==> config.mk <==
export PLATFORM = sky130hd
export DESIGN_NAME = mrh_ctrl
export DESIGN_NICKNAME = d
export VERILOG_FILES = /design/src/include/mrh_pkg.sv /design/src/core/mrh_lock_timer.sv /design/src/core/mrh_ctrl.sv
export VERILOG_INCLUDE_DIRS = /design/src /design/src/include
export SDC_FILE = /design/constraint.sdc
export NUM_CORES = 1
export LEC_CHECK = 0
export BUFFER_PORTS_ARGS = -buffer_cell sky130_fd_sc_hd__buf_4
export CAP_MARGIN = 10
export CORE_UTILIZATION = 55
export DETAILED_ROUTE_END_ITERATION = 10
export PLACE_DENSITY = 0.78
export SYNTH_ARGS = -nofsm -noshare
export SYNTH_HDL_FRONTEND = slang
export SYNTH_SLANG_ARGS = --single-unit
export TNS_END_PERCENT = 100
==> constraint.sdc <==
create_clock -name clk -period 2.1 [get_ports clk]
set_clock_uncertainty 0.05 [all_clocks]
set_input_delay 0.21 -clock clk [delete_from_list [all_inputs] [get_ports clk]]
set_output_delay 0.21 -clock clk [all_outputs]
set_load 0.1 [all_outputs]
==> src/include/mrh_defines.svh <==
// Constants for the mode register one/two programming controller.
// Assumes inclusion by bare name from files that need offsets and fields.
`ifndef MRH_DEFINES_SVH
`define MRH_DEFINES_SVH
// ****************************************
// Register offsets (byte addresses)
// ****************************************
`define MRH_OFS_CTRL 8'h00
`define MRH_OFS_MR1 8'h04
`define MRH_OFS_MR2 8'h08
`define MRH_OFS_STAT 8'h0C
`define MRH_OFS_MR1_SH 8'h10
`define MRH_OFS_MR2_SH 8'h14
// ****************************************
// Control and status fields
// ****************************************
`define MRH_CTL_GO1 0
`define MRH_CTL_GO2 1
`define MRH_CTL_LOCK 2
`define MRH_CTL_X16 3
`define MRH_CTL_WRTT 4
`define MRH_CTL_EXT 5
`define MRH_ST_BUSY 0
`define MRH_ST_LOCKING 1
`define MRH_ST_LOCKED 2
`define MRH_ST_DLLOFF 3
`define MRH_ST_ERR1 8
`define MRH_ST_ERR2 9
// ****************************************
// Mode register fields
// ****************************************
`define MRH_MR1_DLL_OFF 0
`define MRH_MR1_RTT_A2 2
`define MRH_MR1_RTT_A6 6
`define MRH_MR1_WLVL 7
`define MRH_MR1_RTT_A9 9
`define MRH_MR1_TERMINATION_STROBE 11
`define MRH_MR1_QOFF 12
`define MRH_MR1_RSVD 16'hE500
`define MRH_MR2_ASR 6
`define MRH_MR2_SRT 7
`define MRH_MR2_RTTWR_LO 9
`define MRH_MR2_RTTWR_HI 10
`define MRH_MR2_RSVD 16'hF920
`define MRH_BA_MR1 3'h1
`define MRH_BA_MR2 3'h2
// ****************************************
// Reset values and timing counts
// ****************************************
`define MRH_CFG_RST 16'h0000
`define MRH_LOCK_CYCLES 512
`define MRH_MRD_CYCLES 4
`endif

==> src/include/mrh_pkg.sv <==
// Types shared by the mode register programming controller.
// Assumes nothing beyond a SystemVerilog compiler.
package mrh_pkg;
    typedef enum logic [3:0] {
        MRH_IDLE = 4'b0001,
        MRH_CHECK = 4'b0010,
        MRH_ISSUE = 4'b0100,
        MRH_WAIT = 4'b1000
    } mrh_state_e;

    typedef struct packed {
        logic cs_n;
        logic ras_n;
        logic cas_n;
        logic we_n;
        logic [2:0] ba;
        logic [15:0] addr;
    } mrh_cmd_s;
endpackage : mrh_pkg

==> src/core/mrh_lock_timer.sv <==
// Lock wait timer: counts the DLL lock interval after a DLL reset.
// Assumes one clock and a synchronous active-high reset.
`timescale 1ns/1ps
`include "mrh_defines.svh"
module mrh_lock_timer #(
    parameter int LOCK_CYCLES = `MRH_LOCK_CYCLES
) (
    input wire logic clk,
    input wire logic sys_rst,
    input wire logic start,
    output logic busy,
    output logic done
);
    import mrh_pkg::*;
    localparam int CW = $clog2(LOCK_CYCLES + 1);
    localparam logic [CW-1:0] LOAD = CW'(LOCK_CYCLES);

    logic [CW-1:0] cnt_reg;
    logic busy_reg;
    logic done_reg;
    wire last = busy_reg && (cnt_reg == CW'(1));

    always_ff @(posedge clk)
    begin
        if (sys_rst)
        begin
            cnt_reg <= '0;
            busy_reg <= 1'b0;
            done_reg <= 1'b0;
        end
        else if (start)
        begin
            cnt_reg <= LOAD;
            busy_reg <= 1'b1;
            done_reg <= 1'b0;
        end
        else if (busy_reg)
        begin
            cnt_reg <= cnt_reg - CW'(1);
            busy_reg <= !last;
            done_reg <= last;
        end
    end

    assign busy = busy_reg;
    assign done = done_reg;

    // Lock wait ends only after the full count has elapsed
    chk_lock_full_span: assert property (@(posedge clk) disable iff (sys_rst)
        $fell(busy_reg) && !$past(start) |-> $past(cnt_reg) == CW'(1) && done_reg)
        else $error("lock wait ended early");
endmodule : mrh_lock_timer

==> src/core/mrh_ctrl.sv <==
// Host controller that programs mode registers one and two over the command pins.
// Assumes an APB master, a synchronous DRAM command bus and one 20 MHz clock.
//
// Implementation choices: the APB interface to the registers and the placing of the registers.
`timescale 1ns/1ps
`include "mrh_defines.svh"
module mrh_ctrl #(
    parameter int LOCK_CYCLES = `MRH_LOCK_CYCLES,
    parameter int AW = 8
) (
    input wire logic clk,
    input wire logic sys_rst,
    input wire logic psel,
    input wire logic penable,
    input wire logic pwrite,
    input wire logic [AW-1:0] paddr,
    input wire logic [31:0] pwdata,
    output logic [31:0] prdata,
    output logic pready,
    output logic pslverr,
    input wire logic cke_req,
    input wire logic odt_req,
    output mrh_pkg::mrh_cmd_s ddr_cmd,
    output logic cke,
    output logic odt,
    output logic rd_allow
);
    import mrh_pkg::*;

    // ****************************************
    // Field helpers
    // ****************************************
    function automatic logic [2:0] rtt_of(input logic [15:0] v);
        rtt_of = {v[`MRH_MR1_RTT_A9], v[`MRH_MR1_RTT_A6], v[`MRH_MR1_RTT_A2]};
    endfunction : rtt_of

    // Codes 1..3 are the half, quarter and sixth reference_resistor settings
    function automatic logic rtt_strong(input logic [2:0] r);
        rtt_strong = (r == 3'h1) || (r == 3'h2) || (r == 3'h3);
    endfunction : rtt_strong

    function automatic logic [15:0] fix_mr1(input logic [15:0] v, input logic x16);
        logic [15:0] f;
        f = v & ~`MRH_MR1_RSVD;
        if (x16)
            f[`MRH_MR1_TERMINATION_STROBE] = 1'b0;
        if (f[`MRH_MR1_DLL_OFF])
        begin
            f[`MRH_MR1_RTT_A9] = 1'b0;
            f[`MRH_MR1_RTT_A6] = 1'b0;
            f[`MRH_MR1_RTT_A2] = 1'b0;
        end
        fix_mr1 = f;
    endfunction : fix_mr1

    function automatic logic [15:0] fix_mr2(input logic [15:0] v, input logic dll_off,
                                            input logic ext);
        logic [15:0] f;
        f = v & ~`MRH_MR2_RSVD;
        if (dll_off)
            f[`MRH_MR2_RTTWR_HI:`MRH_MR2_RTTWR_LO] = 2'h0;
        if (ext && !f[`MRH_MR2_ASR])
            f[`MRH_MR2_SRT] = 1'b1;
        fix_mr2 = f;
    endfunction : fix_mr2

    // ****************************************
    // State
    // ****************************************
    mrh_state_e state_reg, state_next;
    logic [5:0] ctl_reg;
    logic [15:0] mr1_cfg_reg, mr2_cfg_reg, mr1_sh_reg, mr2_sh_reg, val_reg;
    logic tgt2_reg, go1_reg, go2_reg, err1_reg, err2_reg, dll_off_reg;
    logic [2:0] gap_reg;
    logic [31:0] prdata_reg;
    logic pready_reg, pslverr_reg, cke_reg, odt_reg, rd_allow_reg;
    mrh_cmd_s cmd_reg, cmd_next;
    logic lock_busy, lock_done;

    // ****************************************
    // APB slave decode
    // ****************************************
    wire acc = psel && penable;
    wire first = acc && !pready_reg;
    wire wr_take = acc && pready_reg && pwrite;
    wire hit_ctrl = paddr == AW'(`MRH_OFS_CTRL);
    wire hit_mr1 = paddr == AW'(`MRH_OFS_MR1);
    wire hit_mr2 = paddr == AW'(`MRH_OFS_MR2);
    wire hit_stat = paddr == AW'(`MRH_OFS_STAT);
    wire hit_sh1 = paddr == AW'(`MRH_OFS_MR1_SH);
    wire hit_sh2 = paddr == AW'(`MRH_OFS_MR2_SH);
    wire hit = hit_ctrl || hit_mr1 || hit_mr2 || hit_stat || hit_sh1 || hit_sh2;
    wire w_ctrl = wr_take && hit_ctrl;
    wire w_stat = wr_take && hit_stat;
    wire lock_start = w_ctrl && pwdata[`MRH_CTL_LOCK];
    wire is_busy = state_reg != MRH_IDLE || go1_reg || go2_reg;
    wire [31:0] stat_word = {22'h0, err2_reg, err1_reg, 4'h0, dll_off_reg, lock_done,
                             lock_busy, is_busy};
    wire [31:0] rd_mux = hit_ctrl ? {26'h0, ctl_reg} :
                         hit_mr1 ? {16'h0, mr1_cfg_reg} :
                         hit_mr2 ? {16'h0, mr2_cfg_reg} :
                         hit_stat ? stat_word :
                         hit_sh1 ? {16'h0, mr1_sh_reg} :
                         hit_sh2 ? {16'h0, mr2_sh_reg} : 32'h0;

    // ****************************************
    // Mode register preparation
    // ****************************************
    wire x16 = ctl_reg[`MRH_CTL_X16];
    wire [15:0] mr1_fix = fix_mr1(mr1_cfg_reg, x16);
    wire [15:0] mr2_fix = fix_mr2(mr2_cfg_reg, dll_off_reg, ctl_reg[`MRH_CTL_EXT]);
    wire [2:0] rtt1 = rtt_of(mr1_fix);
    wire lvl_bad = mr1_fix[`MRH_MR1_WLVL] && !mr1_fix[`MRH_MR1_QOFF] && !rtt_strong(rtt1);
    wire wrt_bad = ctl_reg[`MRH_CTL_WRTT] && rtt1 != 3'h0 && !rtt_strong(rtt1);
    wire mr1_ok = !lvl_bad && !wrt_bad;
    wire take2 = !go1_reg && go2_reg;
    wire chk_ok = tgt2_reg || mr1_ok;
    wire gap_end = gap_reg == 3'(`MRH_MRD_CYCLES - 1);
    wire err1_set = state_reg == MRH_CHECK && !chk_ok;

    // ****************************************
    // Sequencer
    // ****************************************
    always_comb
    begin
        state_next = state_reg;
        cmd_next = '{cs_n: 1'b1, ras_n: 1'b1, cas_n: 1'b1, we_n: 1'b1, ba: 3'h0, addr: 16'h0};
        case (state_reg)
            MRH_IDLE:
                if (go1_reg || go2_reg)
                    state_next = MRH_CHECK;
            MRH_CHECK:
            begin
                state_next = chk_ok ? MRH_ISSUE : MRH_IDLE;
                if (chk_ok)
                begin
                    cmd_next = '{cs_n: 1'b0, ras_n: 1'b0, cas_n: 1'b0, we_n: 1'b0,
                                 ba: tgt2_reg ? `MRH_BA_MR2 : `MRH_BA_MR1,
                                 addr: tgt2_reg ? mr2_fix : mr1_fix};
                end
            end
            MRH_ISSUE:
                state_next = MRH_WAIT;
            MRH_WAIT:
                if (gap_end)
                    state_next = MRH_IDLE;
            default:
                state_next = MRH_IDLE;
        endcase
    end

    always_ff @(posedge clk)
    begin
        if (sys_rst)
        begin
            state_reg <= MRH_IDLE;
            cmd_reg <= '{cs_n: 1'b1, ras_n: 1'b1, cas_n: 1'b1, we_n: 1'b1, ba: 3'h0, addr: 16'h0};
            tgt2_reg <= 1'b0;
            gap_reg <= 3'h0;
            val_reg <= `MRH_CFG_RST;
        end
        else
        begin
            state_reg <= state_next;
            cmd_reg <= cmd_next;
            gap_reg <= state_reg == MRH_WAIT ? gap_reg + 3'h1 : 3'h0;
            if (state_reg == MRH_IDLE)
                tgt2_reg <= take2;
            if (state_reg == MRH_CHECK)
                val_reg <= cmd_next.addr;
        end
    end

    // Shadows change only on an issued set command to that register
    always_ff @(posedge clk)
    begin
        if (sys_rst)
        begin
            mr1_sh_reg <= `MRH_CFG_RST;
            mr2_sh_reg <= `MRH_CFG_RST;
            dll_off_reg <= 1'b0;
        end
        else if (state_reg == MRH_ISSUE && !tgt2_reg)
        begin
            mr1_sh_reg <= val_reg;
            dll_off_reg <= val_reg[`MRH_MR1_DLL_OFF];
        end
        else if (state_reg == MRH_ISSUE)
            mr2_sh_reg <= val_reg;
    end

    // ****************************************
    // Register file
    // ****************************************
    always_ff @(posedge clk)
    begin
        if (sys_rst)
        begin
            ctl_reg <= 6'h0;
            mr1_cfg_reg <= `MRH_CFG_RST;
            mr2_cfg_reg <= `MRH_CFG_RST;
            go1_reg <= 1'b0;
            go2_reg <= 1'b0;
            err1_reg <= 1'b0;
            err2_reg <= 1'b0;
        end
        else
        begin
            if (w_ctrl)
                ctl_reg <= {pwdata[5:3], 3'h0};
            if (wr_take && hit_mr1)
                mr1_cfg_reg <= pwdata[15:0];
            if (wr_take && hit_mr2)
                mr2_cfg_reg <= pwdata[15:0];
            // A new request landing as the old one is taken is kept
            go1_reg <= (w_ctrl && pwdata[`MRH_CTL_GO1])
                       || (go1_reg && !(state_reg == MRH_IDLE));
            go2_reg <= (w_ctrl && pwdata[`MRH_CTL_GO2])
                       || (go2_reg && !(state_reg == MRH_IDLE && take2));
            err1_reg <= err1_set || (err1_reg && !(w_stat && pwdata[`MRH_ST_ERR1]));
            err2_reg <= (w_ctrl && pwdata[`MRH_CTL_GO2] && go2_reg)
                        || (err2_reg && !(w_stat && pwdata[`MRH_ST_ERR2]));
        end
    end

    always_ff @(posedge clk)
    begin
        if (sys_rst)
        begin
            pready_reg <= 1'b0;
            pslverr_reg <= 1'b0;
            prdata_reg <= 32'h0;
        end
        else
        begin
            pready_reg <= first;
            pslverr_reg <= first && !hit;
            if (first && !pwrite)
                prdata_reg <= rd_mux;
        end
    end

    // ****************************************
    // DLL lock wait and pin gating
    // ****************************************
    mrh_lock_timer #(
        .LOCK_CYCLES(LOCK_CYCLES)
    ) u_lock (
        .clk(clk),
        .sys_rst(sys_rst),
        .start(lock_start),
        .busy(lock_busy),
        .done(lock_done)
    );

    // Termination also waits for lock, so it stays off until software runs one
    always_ff @(posedge clk)
    begin
        if (sys_rst)
        begin
            cke_reg <= 1'b0;
            odt_reg <= 1'b0;
            rd_allow_reg <= 1'b0;
        end
        else
        begin
            cke_reg <= cke_req || lock_busy || lock_start;
            odt_reg <= odt_req && lock_done && !lock_start && !dll_off_reg;
            rd_allow_reg <= lock_done && !lock_start;
        end
    end

    assign prdata = prdata_reg;
    assign pready = pready_reg;
    assign pslverr = pslverr_reg;
    assign ddr_cmd = cmd_reg;
    assign cke = cke_reg;
    assign odt = odt_reg;
    assign rd_allow = rd_allow_reg;

    // ****************************************
    // Checks
    // ****************************************
    wire is_mrs = !cmd_reg.cs_n && !cmd_reg.ras_n && !cmd_reg.cas_n && !cmd_reg.we_n;
    wire mrs1 = is_mrs && cmd_reg.ba == `MRH_BA_MR1;
    wire mrs2 = is_mrs && cmd_reg.ba == `MRH_BA_MR2;

    chk_mr1_cmd_code: assert property (@(posedge clk) disable iff (sys_rst)
        state_reg == MRH_CHECK && chk_ok && !tgt2_reg
        |=> mrs1 ##1 (cmd_reg.cs_n && mr1_sh_reg == $past(cmd_reg.addr)))
        else $error("mode_reg_one command or its shadow wrong");
    chk_mr2_cmd_code: assert property (@(posedge clk) disable iff (sys_rst)
        state_reg == MRH_CHECK && tgt2_reg |=> mrs2 ##1 cmd_reg.cs_n)
        else $error("mode_reg_two command wrong or held");
    chk_mr1_rsvd_zero: assert property (@(posedge clk) disable iff (sys_rst)
        mrs1 |-> (cmd_reg.addr & `MRH_MR1_RSVD) == 16'h0)
        else $error("reserved mode_reg_one bit set");
    chk_mr2_rsvd_zero: assert property (@(posedge clk) disable iff (sys_rst)
        mrs2 |-> (cmd_reg.addr & `MRH_MR2_RSVD) == 16'h0)
        else $error("reserved mode_reg_two bit set");
    chk_wlvl_rtt_code: assert property (@(posedge clk) disable iff (sys_rst)
        mrs1 && cmd_reg.addr[`MRH_MR1_WLVL] && !cmd_reg.addr[`MRH_MR1_QOFF]
        |-> rtt_strong(rtt_of(cmd_reg.addr)))
        else $error("leveling termination code not allowed");
    chk_write_rtt_code: assert property (@(posedge clk) disable iff (sys_rst)
        mrs1 && $past(ctl_reg[`MRH_CTL_WRTT]) && rtt_of(cmd_reg.addr) != 3'h0
        |-> rtt_strong(rtt_of(cmd_reg.addr)))
        else $error("write termination code not allowed");
    chk_read_after_lock: assert property (@(posedge clk) disable iff (sys_rst)
        lock_start || lock_busy |=> !rd_allow_reg && !odt_reg)
        else $error("read or termination allowed during lock wait");
    chk_cke_during_lock: assert property (@(posedge clk) disable iff (sys_rst)
        lock_start || lock_busy |=> cke_reg)
        else $error("clock enable low during lock wait");
    chk_dll_off_odt: assert property (@(posedge clk) disable iff (sys_rst)
        dll_off_reg |=> !odt_reg)
        else $error("termination pin driven in dll-off mode");
    chk_dll_off_dyn: assert property (@(posedge clk) disable iff (sys_rst)
        mrs2 && $past(dll_off_reg)
        |-> cmd_reg.addr[`MRH_MR2_RTTWR_HI:`MRH_MR2_RTTWR_LO] == 2'h0)
        else $error("dynamic termination left on in dll-off mode");
    chk_x16_termination_strobe_off: assert property (@(posedge clk) disable iff (sys_rst)
        mrs1 && $past(x16) |-> !cmd_reg.addr[`MRH_MR1_TERMINATION_STROBE])
        else $error("termination strobe on for sixteen-bit part");
    chk_ext_temp_sr: assert property (@(posedge clk) disable iff (sys_rst)
        mrs2 && $past(ctl_reg[`MRH_CTL_EXT])
        |-> cmd_reg.addr[`MRH_MR2_ASR] || cmd_reg.addr[`MRH_MR2_SRT])
        else $error("extended temperature self-refresh not set up");
endmodule : mrh_ctrl

* After elaboration in Yosys (flattened, before gate mapping)
Index checks and enable logic that the tools add are counted.
Widths: inputs -> output; s select.
** Storage, ports and cells
- Bits in registers :: 168
- Bits of input ports :: 47
** Cells by class
- Bitwise operators :: 4
- Reduce and logical (&&, ||, !) cells :: 79
- Mux-type cells :: 24
- $add $sub $neg :: 2
- Equal/unequal tests :: 17
** Operator list (number)
- $mux 16 :: 7
- $logic_and 1x1->1 :: 35
- $mux 23 :: 1
- $mux 10 :: 2
- $logic_not 1->1 :: 18
- $logic_or 1x1->1 :: 17
- $eq 8x4->1 const B :: 2
- $eq 8x5->1 const B :: 2
- $pmux 4 s4 :: 1
- $mux 13 :: 1
- $eq 10x1->1 const B :: 1
- $sub 10x1->10 const B :: 1
- $eq 3x2->1 const B :: 3
- $eq 8x3->1 const B :: 1
- $logic_not 8->1 :: 1
- $mux 4 :: 2
- $mux 1 :: 7
- $reduce_or 2->1 :: 3
- $eq 4x1->1 const B :: 1
- $eq 4x2->1 const B :: 1
- $eq 4x3->1 const B :: 1
- $eq 4x4->1 const B :: 1
- $mux 2 :: 2
- $ne 2x2->1 const B :: 2
- 9 further kinds :: 13

* Logic depth before layout (Yosys ltp)
Gate-level depths: netlist (run 1).
- Depth in word-level cells :: 12
- Mapped depth :: 7
- Mapped depth without buffers :: 6

* Hierarchy
Synthesis (run 1) repeated with hierarchy kept, for this count alone.
** Unflattened totals
- Cell total of the unflattened synthesis :: 649
- Area total of the unflattened synthesis :: 5724.2 um2
** Modules (own cells, without submodules)
- mrh_ctrl :: cells an instance 585, instances 1, sequential area each 2382.3 um2, area each 5162.5 um2
- mrh_lock_timer :: cells an instance 64, instances 1, sequential area each 240.2 um2, area each 561.8 um2

* Worst setup path before layout (run 1)
Ideal clock, no wire load.
- Path kind :: reg-to-reg
- Start :: register pready_reg, in the netlist pready
- End :: register mr2_cfg_reg[15]
- Stages on the path, launching flop included :: 7
- Data required time :: 1.915 ns
- Setup time :: 0.135 ns
- Arrival :: 2.211 ns
- Clock period less this slack :: 2.397 ns
- Setup slack :: -0.297 ns
- Cells stage by stage :: dfxtp_1 and4_1 clkbuf_1 nand4_1 clkbuf_1 nand2_1 a21oi_1
** Between the ends
- Cells in the longest elaborated chain, start to end :: 3
** RTL lines
- from (decl) :: line mrh_ctrl.sv:76 : logic pready_reg, pslverr_reg, cke_reg, odt_reg, rd_allow_reg;
- from (signal assigned) :: line mrh_ctrl.sv:236 : pready_reg <= first;
- $logic_and 1x1->1 (2 in series) :: line mrh_ctrl.sv:85 : wire wr_take = acc && pready_reg && pwrite;
- $logic_and 1x1->1 :: line mrh_ctrl.sv:213 : if (wr_take && hit_mr2)
- to (signal assigned) :: line mrh_ctrl.sv:201 : mr2_cfg_reg <= `MRH_CFG_RST;
- to (signal assigned) :: line mrh_ctrl.sv:214 : mr2_cfg_reg <= pwdata[15:0];
- to (decl) :: line mrh_ctrl.sv:72 : logic [15:0] mr1_cfg_reg, mr2_cfg_reg, mr1_sh_reg, mr2_sh_reg, val_reg;
No other way between the ends.
A chain may end at the register's enable or synchronous reset.

* Final worst setup path (run 1)
- Start :: register pready_reg, in the netlist pready
- End :: register mr2_cfg_reg[9]
The elaborated chain is that of the path after synthesis.

==> results of run 1 <==
[where the power goes]
group,switching (µW),leakage [µW],total [µW],internal [µW]
logic,355,0.00153,479,124
clock network,1110,0.000260,2820,1720
registers,11.3,0.00106,2510,2490
[through the flow]
| stage | hold WS, ps | util | total power (µW) | std cells | cell area (µm²) |
|---|---|---|---|---|---|
| floorplan | 278 | - | 2900 | 639 | 5640 |
| global placement | 360 | 0.641 | 3000 | 817 | 6270 |
| detailed placement | 400 | 0.641 | 3000 | 817 | 6270 |
| CTS | 16.3 | 0.720 | 5810 | 869 | 7030 |
| global route | 44.4 | 0.720 | 5980 | 869 | 7040 |
| finish | 42.6 | 0.720 | 5810 | 869 | 7040 |
[final cells by class]
type	instances	area (µm²)
Clock buffer	20	435
Fill cell	717	2740
Tap cell	133	166
Clock inverter	12	133
Inverter	13	48.8
Multi-Input combinational cell	436	2650
Timing Repair Buffer	124	981
Sequential cell	131	2620
[per-layer routing]
metal | up-vias | part of all wire | global-route usage
met4 | 0 | 0.038 | 0.166
li1 | 2327 | - | -
met1 | 2356 | 0.41 | 0.351
met3 | 44 | 0.068 | 0.0841
met2 | 217 | 0.49 | 0.494
met5 | - | 0 | 0
[cell usage in the layout, fill, tap and decap left out, drive strengths merged, types with 8 or more instances in the layout]
cell type and instances:
mux2 9, nor2 69, conb 21, inv 14, mux2i 35, nand2 78
nor4 10, o21ai 28, clkbuf 20, buf 104, a22oi 9, dfxtp 131
dlygate4sd3 20, a21o 12, nand3 14, nor3 12, xnor2 8, a21oi 45
[critical path: cells and delay by family, from the launching register on]
family | cells | cell delay (ps)
and+or+nand+nor | 3 | 550
buffers and inverters | 2 | 740
muxes | 1 | 140
DFF | 1 | 360
[cell families after synthesis]
kind of cell               Yosys count  synth area share
other                                1          0.000674
muxes                               44            0.0812
xor gates and xnor gates            10            0.0157
DFF                                131             0.471
and+or+nand+nor                    224             0.192
AOI/OAI and AO/OA                  133             0.162
adders and majority gates            4           0.00899
buffers and inverters               72            0.0679
[path summary, 6_finish.rpt]
| path | to | slack [ps] | depth (start not counted) |
|---|---|---|---|
| hold / removal | pslverr$_SDFF_PP0_ | 40 | 3 |
| setup reg to reg | mr2_cfg_reg[9]$_SDFFE_PP0P_ | 140 | 6 |
| setup / recovery | mr2_cfg_reg[9]$_SDFFE_PP0P_ | 140 | 6 |
| hold reg to reg | gap_reg[0]$_SDFF_PP0_ | 400 | 1 |
[timing repair]
action,CTS,global route
setup endpoints to repair,0,1
resized for setup,0,1
hold buffers,20,0
hold endpoints to repair,44,0
==> key figures, run 1 <==
Placed design
  • Dpl ws: 217 ps
  • Buffers on Ports: just under 70
  • DP HPWL: roughly 10 mm
  • Final estimated routing congestion in global placement: roughly 1

Synthesis
  • Count leader, synth: dfxtp_1
  • Mapped Area: between 0.005 and 0.006 mm²
  • Syn_area_per_cell: ~9.0 µm²
  • Top cells by area, synth: dfxtp_1 47%, mux2i_1 6.3%, nand2_1 5.3%
  • Main synth FF type: dfxtp_1
  • Syn Inst Count: 619
  • Top-area cell type share of the netlist area: 0.471
  • Yosys reg bits: ~130
  • Yosys Warn Count: 0
  • Post-synth ARST share: 0
  • Most frequent cells after synthesis: 131 x dfxtp_1, 78 x nand2_1, 69 x nor2_1
  • Area leader, netlist: dfxtp_1
  • EDFF count, synth: 0
  • Synth cell types: 63
  • Seq/Total Area, Yosys: 0.471

Timing
  • Pins over their slew limit: 0
  • Post-Route Setup TNS: 0 ps
  • Setup WS post-layout: about 140 ps
  • FMAX: 0.511 GHz
  • RSZ-0062 raised after global routing: no
  • Worst-Margin Slew: approximately 1200 ps
  • Final Hold Viols: 0
  • Slew margin rel.: 0.219
  • Fin crit share: 0.932
  • Final Critical Period: a little under 2000 ps
  • Final setup fails: 0

Setup path
  • Slowest stage delay, CP: 550 ps
  • Worst Path Class, Setup: reg -> reg
  • CP cell instances: and4_2 -> nand4_1 -> buf_4 -> mux2i_1 -> nor2_1 -> dlygate4sd3_1
  • WP data arrival: 2310 ps
  • Slowest cell on crit path: dlygate4sd3_1
  • Reg-to-reg startpoint: pready$_SDFF_PP0_
  • Crit path max fanout: 8
  • Startpoint Class: flip-flop
  • CP Capture Type: flip-flop
  • Setup crit start: pready$_SDFF_PP0_
  • Worst Path Required: about 2500 ps

Global route
  • Antenna violations before repair: 0
  • Total GRT Usage: 0.299
  • Largest net degree at the start of global routing: 33
  • First-pass GRT wire length: 23.4 mm
  • Vias in the first global route: approximately 4700
  • Gr ovfl total: 0

Detailed routing
  • DR iter-0 viols: about 340
  • DRT Wirelength: between 10 and 15 mm
  • DRT Pass-1 Iters: 5
  • Average vias per placed instance: 5.69
  • Antenna Nets Post-Route: 0
  • Drt drc: 0
  • Vias post-DR: a little under 5000
  • Wirelength per Cell: ~17 µm

Final layout
  • Area Growth Syn to Fin: 26.4%
  • Final nets: roughly 770
  • Share of cells above drive strength 1: 0.221
  • Ant diodes: 0

Clock network
  • Htree depth: 4
  • CTS Buffer Depth: 2
  • CTS sink count: about 130
  • CTS root buf: clkbuf_8
  • CTS tree: yes
  • CTS Buf Count: 17
  • Clock-pin slew on the worst setup and hold paths: about 60 ps
  • Clock latency on the worst-skew pair: approximately 520 ps
  • Post-CTS Setup Inserts: 0

Flow run
  • Max_cap viols: 0

Floorplanning
  • Chip Height: slightly above 100 µm
  • Site row count: 36
  • Initial Util: 0.569
  • Die width: roughly 100 µm
  • Die area: between 0.01 and 0.015 mm²
  • Core area: between 0.009 and 0.01 mm²
  • # IOs: ~110

Worst hold path
  • Worst Min Path Start: paddr[3]
  • HP Class: in -> reg

Outcome
  • Outcome: finished, final reports clean

Pwr
  • Cell Pwr Density: 826 mW/mm²
  • Peak VDD IR: just under 0.9 mV
  • Lkg Pwr: around 0.0028 µW
Note: power is estimated with default switching activity, not from simulation.
==> run 2, diff against run 1 <==
Clock period 2.1 ns to 1.95 ns, I/O delays scaled along.
==> run 2 against run 1 <==
Effect of this change:
- first-iteration DRC count shrank 4.2%
- core utilization rose by 1.3 points
- clock power rose by 22%
- global-route usage is 0.36 points higher
- via count is 0.79% higher
- routed wire length about the same
- sequential share of layout area decreased by 0.63 points
- worst setup slack got worse by 44 ps
- final cell count rose by 0.69%
- worst hold slack better by 22 ps
- maximum frequency is 5.7% higher
- non-clock buffer count increased by 6
- critical endpoint is now prdata[0]$_SDFFE_PP0P_
==> key figures, run 2 (synthesis gave the netlist of run 1 again) <==
Final layout
  • Share of cells above drive strength 1: 0.230 (+0.00899)
  • Area Growth Syn to Fin: 28.7%
  • Commonest non-fill, non-tap cell in the layout: dfxtp_1
  • Most frequent cells in the layout: 130 x dfxtp_1, 110 x buf_4, 78 x nand2_1, 68 x nor2_1
  • Footprint of the multi-input gates: 0.00266 mm² (+0.38%)
  • Fillers: 711 (-0.84%)
  • Finished Cell Area: 0.00716 mm² (+1.8%)
  • Storage element area: 0.00263 mm² (about the same)
  • Final nets: 780 (+0.78%)
  • Ant diodes: 0 (unchanged)

Flow run
  • Max_cap viols: 0 (unchanged)

Outcome
  • Outcome: finished, final reports clean

Setup path
  • Slowest stage delay, CP: 500 ps (-50 ps)
  • CP Capture Type: flip-flop
  • Crit path buf inv count: 0 (-2)
  • Worst Path Required: 2310 ps (-140 ps)
  • Crit path max fanout: 8 (unchanged)
  • WP data arrival: 2210 ps (-100 ps)
  • FF-to-FF path depth: 4 (-2)
  • Slowest cell on crit path: or4b_1
  • CP cell instances: or4b_1 -> o31ai_1 -> a311oi_1 -> a221o_1
  • Cell family with most CP delay: compound AO/OA/AOI/OAI gates
  • Crit. path cell count: 4 (-2)
  • Worst Path Class, Setup: reg -> reg
  • Startpoint Class: flip-flop

Timing
  • Fin crit share: 0.950 (+0.0176)
  • FMAX: 0.540 GHz (+5.7%)
  • Worst hold margin: 64.4 ps (+21.8 ps)
  • Pins over their slew limit: 0 (unchanged)
  • Final Hold Viols: 0 (unchanged)
  • Post-Route Setup TNS: 0 ps (unchanged)
  • Worst-Margin Slew: 728 ps (-439 ps)
  • Final setup fails: 0 (unchanged)
  • Final Critical Period: 1850 ps (-106 ps)
  • Slew margin rel.: 0.514 (+0.295)
  • RSZ-0062 raised after global routing: no

Placed design
  • DP HPWL: 10.3 mm (about the same)
  • Final estimated routing congestion in global placement: 0.914 (-8.7%)
  • Buffers on Ports: 69 (unchanged)
  • Dpl cell area: 0.00631 mm² (+0.76%)

Clock network
  • Clock latency on the worst-skew pair: 530 ps (about the same)
  • Clock-pin slew on the worst setup and hold paths: 60 ps (about the same)
  • CTS Buffer Depth: 2 (unchanged)
  • Htree depth: 4 (unchanged)
  • CTS tree: yes
  • CTS sink count: 131 (unchanged)
  • CTS root buf: clkbuf_8
  • CTS Buf Count: 17 (unchanged)

Pwr
  • Peak VDD IR: 0.749 mV (-16%)
  • Combinational share of power: 0.080 (-0.002)
  • Power share of the clock group: 0.515 (+0.029)
  • Power Total: 6650 µW (+14%)
  • Sequential share of power: 0.405 (-0.026)
  • Internal Power: 5070 µW (+17%)
  • Lkg Pwr: 0.00292 µW (+2.8%)
  • Cell Pwr Density: 928 mW/mm² (+12%)
  • P_sw: 1580 µW (+7.6%)
  • Sw frac: 0.238 (-0.0152)

Global route
  • Total GRT Usage: 0.303 (+0.00356)
  • Gr ovfl total: 0 (unchanged)
  • First-pass GRT wire length: 23.6 mm (+0.67%)
  • Vias in the first global route: 4721 (-0.19%)
  • Largest net degree at the start of global routing: 38 (+15%)
  • Antenna violations before repair: 0 (unchanged)

Floorplanning
  • Die width: 103 µm (unchanged)
  • Chip Height: 103 µm (unchanged)
  • Core area: 0.00977 mm² (unchanged)
  • Die area: 0.0105 mm² (unchanged)
  • Site row count: 36 (unchanged)
  • Initial Util: 0.569 (unchanged)
  • # IOs: 107 (unchanged)

Detailed routing
  • Vias post-DR: 4983 (+0.79%)
  • Average vias per placed instance: 5.69 (about the same)
  • DRT Pass-1 Iters: 5 (unchanged)
  • Drt drc: 0 (unchanged)
  • DRT Wirelength: 15.0 mm (about the same)
  • Wirelength per Cell: 17.1 µm (-0.64%)
  • Antenna Nets Post-Route: 0 (unchanged)
  • DR iter-0 viols: 323 (-4.2%)

Worst hold path
  • Hold depth: 3 (unchanged)
  • HP Class: in -> reg
==> run 2: metrics by stage <==
| stage | util | instances | setup slack (ps) |
|---|---|---|---|
| after CTS | 0.732 | 875 | 74.2 |
| after detailed placement | 0.646 | 823 | 73.7 |
| after floorplan | - | 639 | 68.2 |
| after global routing | 0.733 | 875 | 8.23 |
| after global placement | 0.646 | 823 | 136 |
| final | 0.733 | 875 | 98.4 |
==> run 2: routing by layer <==
| metal | track usage | vias to the layer above | routed length (µm) |
|---|---|---|---|
| met5 | 0 | - | 0 |
| met1 | 0.374 | 2333 | 6070 |
| li1 | - | 2357 | - |
| met4 | 0.140 | 0 | 458 |
| met2 | 0.487 | 250 | 7330 |
| met3 | 0.0895 | 43 | 1130 |
==> run 2: power by group through the flow <==
stage               Sequential (µW)  Combinational [µW]  Clock [µW]
finish                         2690                 530        3430
global route                   2690                 553        3570
CTS                            2690                 519        3450
detailed placement             2750                 485           0
global placement               2750                 480           0
floorplan                      2780                 343           0
==> run 2: timing repair <==
item	4_1_cts	5_1_grt
setup buffers	0	0
endpoints found under the hold margin	43	0
hold buffers	20	0
resized for setup	0	3
endpoints found under the setup margin	0	10
==> run 2: path summary, 6_finish.rpt <==
kind | from | to | slack (ps)
min reg2reg | gap_reg[0]$_SDFF_PP0_ | gap_reg[0]$_SDFF_PP0_ | 370
min | paddr[3] | prdata[8]$_SDFFE_PP0P_ | 60
max | state_reg[0]$_SDFFE_PP1P_ | prdata[0]$_SDFFE_PP0P_ | 100
max reg2reg | state_reg[0]$_SDFFE_PP1P_ | prdata[0]$_SDFFE_PP0P_ | 100
==> run 2: cell type report <==
| class | instances | area share |
|---|---|---|
| Inverter | 13 | 0.00681 |
| Multi-Input combinational cell | 436 | 0.371 |
| Clock buffer | 19 | 0.0603 |
| Sequential cell | 131 | 0.367 |
| Clock inverter | 13 | 0.0288 |
| Timing Repair Buffer | 130 | 0.143 |
| Tap cell | 133 | 0.0232 |
==> run 2: tightest hold or removal path, stage by stage <==
cell and delay [ps]:
buf_4 150, a21boi_0 110, o21ai_0 150
==> run 3, diff against run 2 <==
Settings changed: ABC_AREA set to 1.
==> run 3 against run 2 <==
Effect of this change:
- first-iteration DRC count increased by 42%
- sequential power about the same
- die area increased by 0.56%
- count of clock-buffer cells in the layout increased by 1
- clock power decreased by 6.4%
- synthesized area increased by 0.56%
- critical path depth increased by 3
- maximum frequency increased by 1.9%
==> key figures, run 3 <==
Final layout
  • Most frequent cells in the layout: 130 x dfxtp_1, 107 x nand2_1, 87 x nor2_1, 85 x buf_4, 79 x a21oi_1
  • Share of cells above drive strength 1: 0.193 (-0.0376)
  • Area Growth Syn to Fin: 24.5%
  • Storage element area: 0.00262 mm² (about the same)
  • Non-Filler Instances: 973 (+11%)
  • Fillers: 774 (+8.9%)
  • Footprint of the multi-input gates: 0.00242 mm² (-8.8%)
  • Ant diodes: 0 (unchanged)
  • Final nets: 878 (+13%)
  • Commonest non-fill, non-tap cell in the layout: dfxtp_1

Synthesis
  • Post-synth ARST share: 0 (unchanged)
  • Xor/xnor share of the synthesized area: 0.00626 (-0.00948)
  • Mapped Area: 0.00560 mm² (+0.56%)
  • Top-area cell type share of the netlist area: 0.469 (-0.00263)
  • Syn_area_per_cell: 7.61 µm² (-15%)
  • Most frequent cells after synthesis: 131 x dfxtp_1, 107 x nand2_1, 87 x nor2_1
  • Syn Inst Count: 735 (+19%)
  • Largest family of logic cells by synthesized area: simple AND/OR/NAND/NOR gates
  • Yosys reg bits: 131 (unchanged)
  • Mux share of post-synthesis cell area: 0.00179 (-0.0794)
  • Count leader, synth: dfxtp_1
  • Yosys Warn Count: 0 (unchanged)
  • Post-Synth Adder-Cell Area: 0.00894 (-0.0000503)
  • Compound-Gate Fraction of Synth Area: 0.159 (-0.00359)
  • Area leader, netlist: dfxtp_1
  • Simple-gate portion of the synthesized area: 0.244 (+0.0515)
  • EDFF count, synth: 0 (unchanged)
  • Synth cell types: 39 (-38%)
  • Seq/Total Area, Yosys: 0.469 (-0.00263)
  • Main synth FF type: dfxtp_1
  • Top cells by area, synth: dfxtp_1 47%, nand2_1 7.2%, a21oi_1 7.1%

Detailed routing
  • Antenna Nets Post-Route: 0 (unchanged)
  • DR iter-0 viols: 458 (+42%)
  • Vias post-DR: 5354 (+7.4%)
  • Average vias per placed instance: 5.50 (-3.4%)
  • Wirelength per Cell: 15.3 µm (-11%)
  • DRT Wirelength: 14.9 mm (-0.92%)
  • DRT Pass-1 Iters: 5 (unchanged)
  • Drt drc: 0 (unchanged)

Pwr
  • Cell Pwr Density: 917 mW/mm² (-1.2%)
  • Power Total: 6390 µW (-3.9%)
  • Lkg Pwr: 0.00301 µW (+2.9%)
  • Peak VDD IR: 0.628 mV (-16%)

Setup path
  • Cell family with most CP delay: buffers and inverters
  • Startpoint Class: flip-flop
  • Worst Path Class, Setup: reg -> reg
  • WP data arrival: 2240 ps (+30 ps)
  • CP cell instances: inv_1 -> nor3_2 -> bufinv_8 -> nor2_4 -> nand2_2 -> a21oi_1 -> dlygate4sd3_1
  • FF-to-FF path depth: 7 (+3)
  • Reg-to-reg startpoint: pready$_SDFF_PP0_
  • Setup crit start: pready$_SDFF_PP0_
  • Slowest stage delay, CP: 550 ps (+50 ps)
  • Crit path max fanout: 5 (-3)
  • CP Capture Type: flip-flop
  • Worst Path Required: 2370 ps (+60 ps)
  • Slowest cell on crit path: dlygate4sd3_1
  • Crit. path cell count: 7 (+3)
  • Crit path buf inv count: 3 (+3)

Timing
  • Final setup fails: 0 (unchanged)
  • Pins over their slew limit: 0 (unchanged)
  • FMAX: 0.550 GHz (+1.9%)
  • Worst hold margin: 24.3 ps (-40.1 ps)
  • Worst-Margin Slew: 489 ps (-239 ps)
  • RSZ-0062 raised after global routing: no
  • Slew margin rel.: 0.670 (+0.157)
  • Final Hold Viols: 0 (unchanged)
  • Fin crit share: 0.932 (-0.0173)
  • Final Critical Period: 1820 ps (-33.7 ps)
  • Post-Route Setup TNS: 0 ps (unchanged)

Floorplanning
  • Die width: 103 µm (+0.28%)
  • Core area: 0.00982 mm² (+0.46%)
  • # IOs: 107 (unchanged)
  • Initial Util: 0.570 (+0.000574)
  • Site row count: 36 (unchanged)
  • Chip Height: 103 µm (+0.28%)
  • Die area: 0.0106 mm² (+0.56%)

Clock network
  • CTS root buf: clkbuf_8
  • Clock latency on the worst-skew pair: 530 ps (about the same)
  • CTS sink count: 131 (unchanged)
  • Post_cts resized: 0 (unchanged)
  • CTS Buffer Depth: 2 (unchanged)
  • Clock-pin slew on the worst setup and hold paths: 60 ps (about the same)
  • CTS tree: yes
  • CTS Buf Count: 17 (unchanged)
  • Htree depth: 4 (unchanged)

Placed design
  • DP HPWL: 10.4 mm (+0.98%)
  • Buffers on Ports: 69 (unchanged)
  • Inst Count DP: 922 (+12%)
  • Final estimated routing congestion in global placement: 0.947 (+3.6%)

Worst hold path
  • HP Class: in -> reg
  • Worst Min Path Start: sys_rst
  • Hold depth: 2 (-1)

Outcome
  • Outcome: finished, final reports clean

Global route
  • Gr ovfl total: 0 (unchanged)
  • Vias in the first global route: 4823 (+2.2%)
  • First-pass GRT wire length: 23.5 mm (-0.58%)
  • Largest net degree at the start of global routing: 57 (+50%)
  • Total GRT Usage: 0.297 (-0.00536)
  • Antenna violations before repair: 0 (unchanged)

Flow run
  • Max_cap viols: 0 (unchanged)
run 3: final cells by class:
cell class / count / share of cell area
Clock inverter: 12 / 0.0219
Sequential cell: 131 / 0.376
Tap cell: 133 / 0.0239
Clock buffer: 20 / 0.0654
Multi-Input combinational cell: 497 / 0.348
Inverter: 75 / 0.0427
Timing Repair Buffer: 105 / 0.122
run 3: where the power goes:
group	internal, µW	leakage (µW)	switching, µW	total, µW
Combinational	117	0.00166	370	487
Sequential	2690	0.00106	7.56	2700
Clock	2050	0.000289	1160	3210
Total	4850	0.00301	1540	6390
run 3: worst reg2reg max path, cell delays in order (launching register included):
cell and delay [ps]:
dfxtp_2 340, inv_1 50, nor3_2 140, bufinv_8 230, nor2_4 140, nand2_2 120, a21oi_1 130, dlygate4sd3_1 550
run 3: through the flow:
stage / area (µm²) / util / setup slack [ps]
final: 6970 / 0.710 / 132
after global routing: 6970 / 0.710 / 14.7
after CTS: 6970 / 0.710 / 66.9
after detailed placement: 6170 / 0.628 / 240
after global placement: 6170 / 0.628 / 277
after floorplan: 5670 / - / 177
run 3: worst paths after layout:
path | endpoint | slack (ps)
hold / removal | prdata[9]$_SDFFE_PP0P_ | 20
setup / recovery | cke$_SDFF_PP0_ | 130
setup reg to reg | cke$_SDFF_PP0_ | 130
hold reg to reg | gap_reg[0]$_SDFF_PP0_ | 370
run 3: logic make-up after synthesis:
logic type               count (synthesis)
multiplexers                             1
adder cells (fa/ha/maj)                  4
XOR/XNOR                                 4
AO/OA/AOI/OAI                          170
flip-flops                             131
AND/OR/NAND/NOR                        297
buffers and inverters                  127
other                                    1
run 3: layer usage:
metal  global-route usage  wire length (µm)  vias to the layer above
met1                0.368              5990                     2473
met2                0.487              7040                      286
met4                0.147               619                        0
met5                    0                 0                        -
li1                     -                 -                     2550
met3               0.0719              1210                       45
run 3: repair_timing:
action / 4_1_cts / 5_1_grt
endpoints found under the setup margin: 0 / 1
endpoints found under the hold margin: 41 / 0
buffers inserted: 0 / 0
hold buffers: 19 / 0
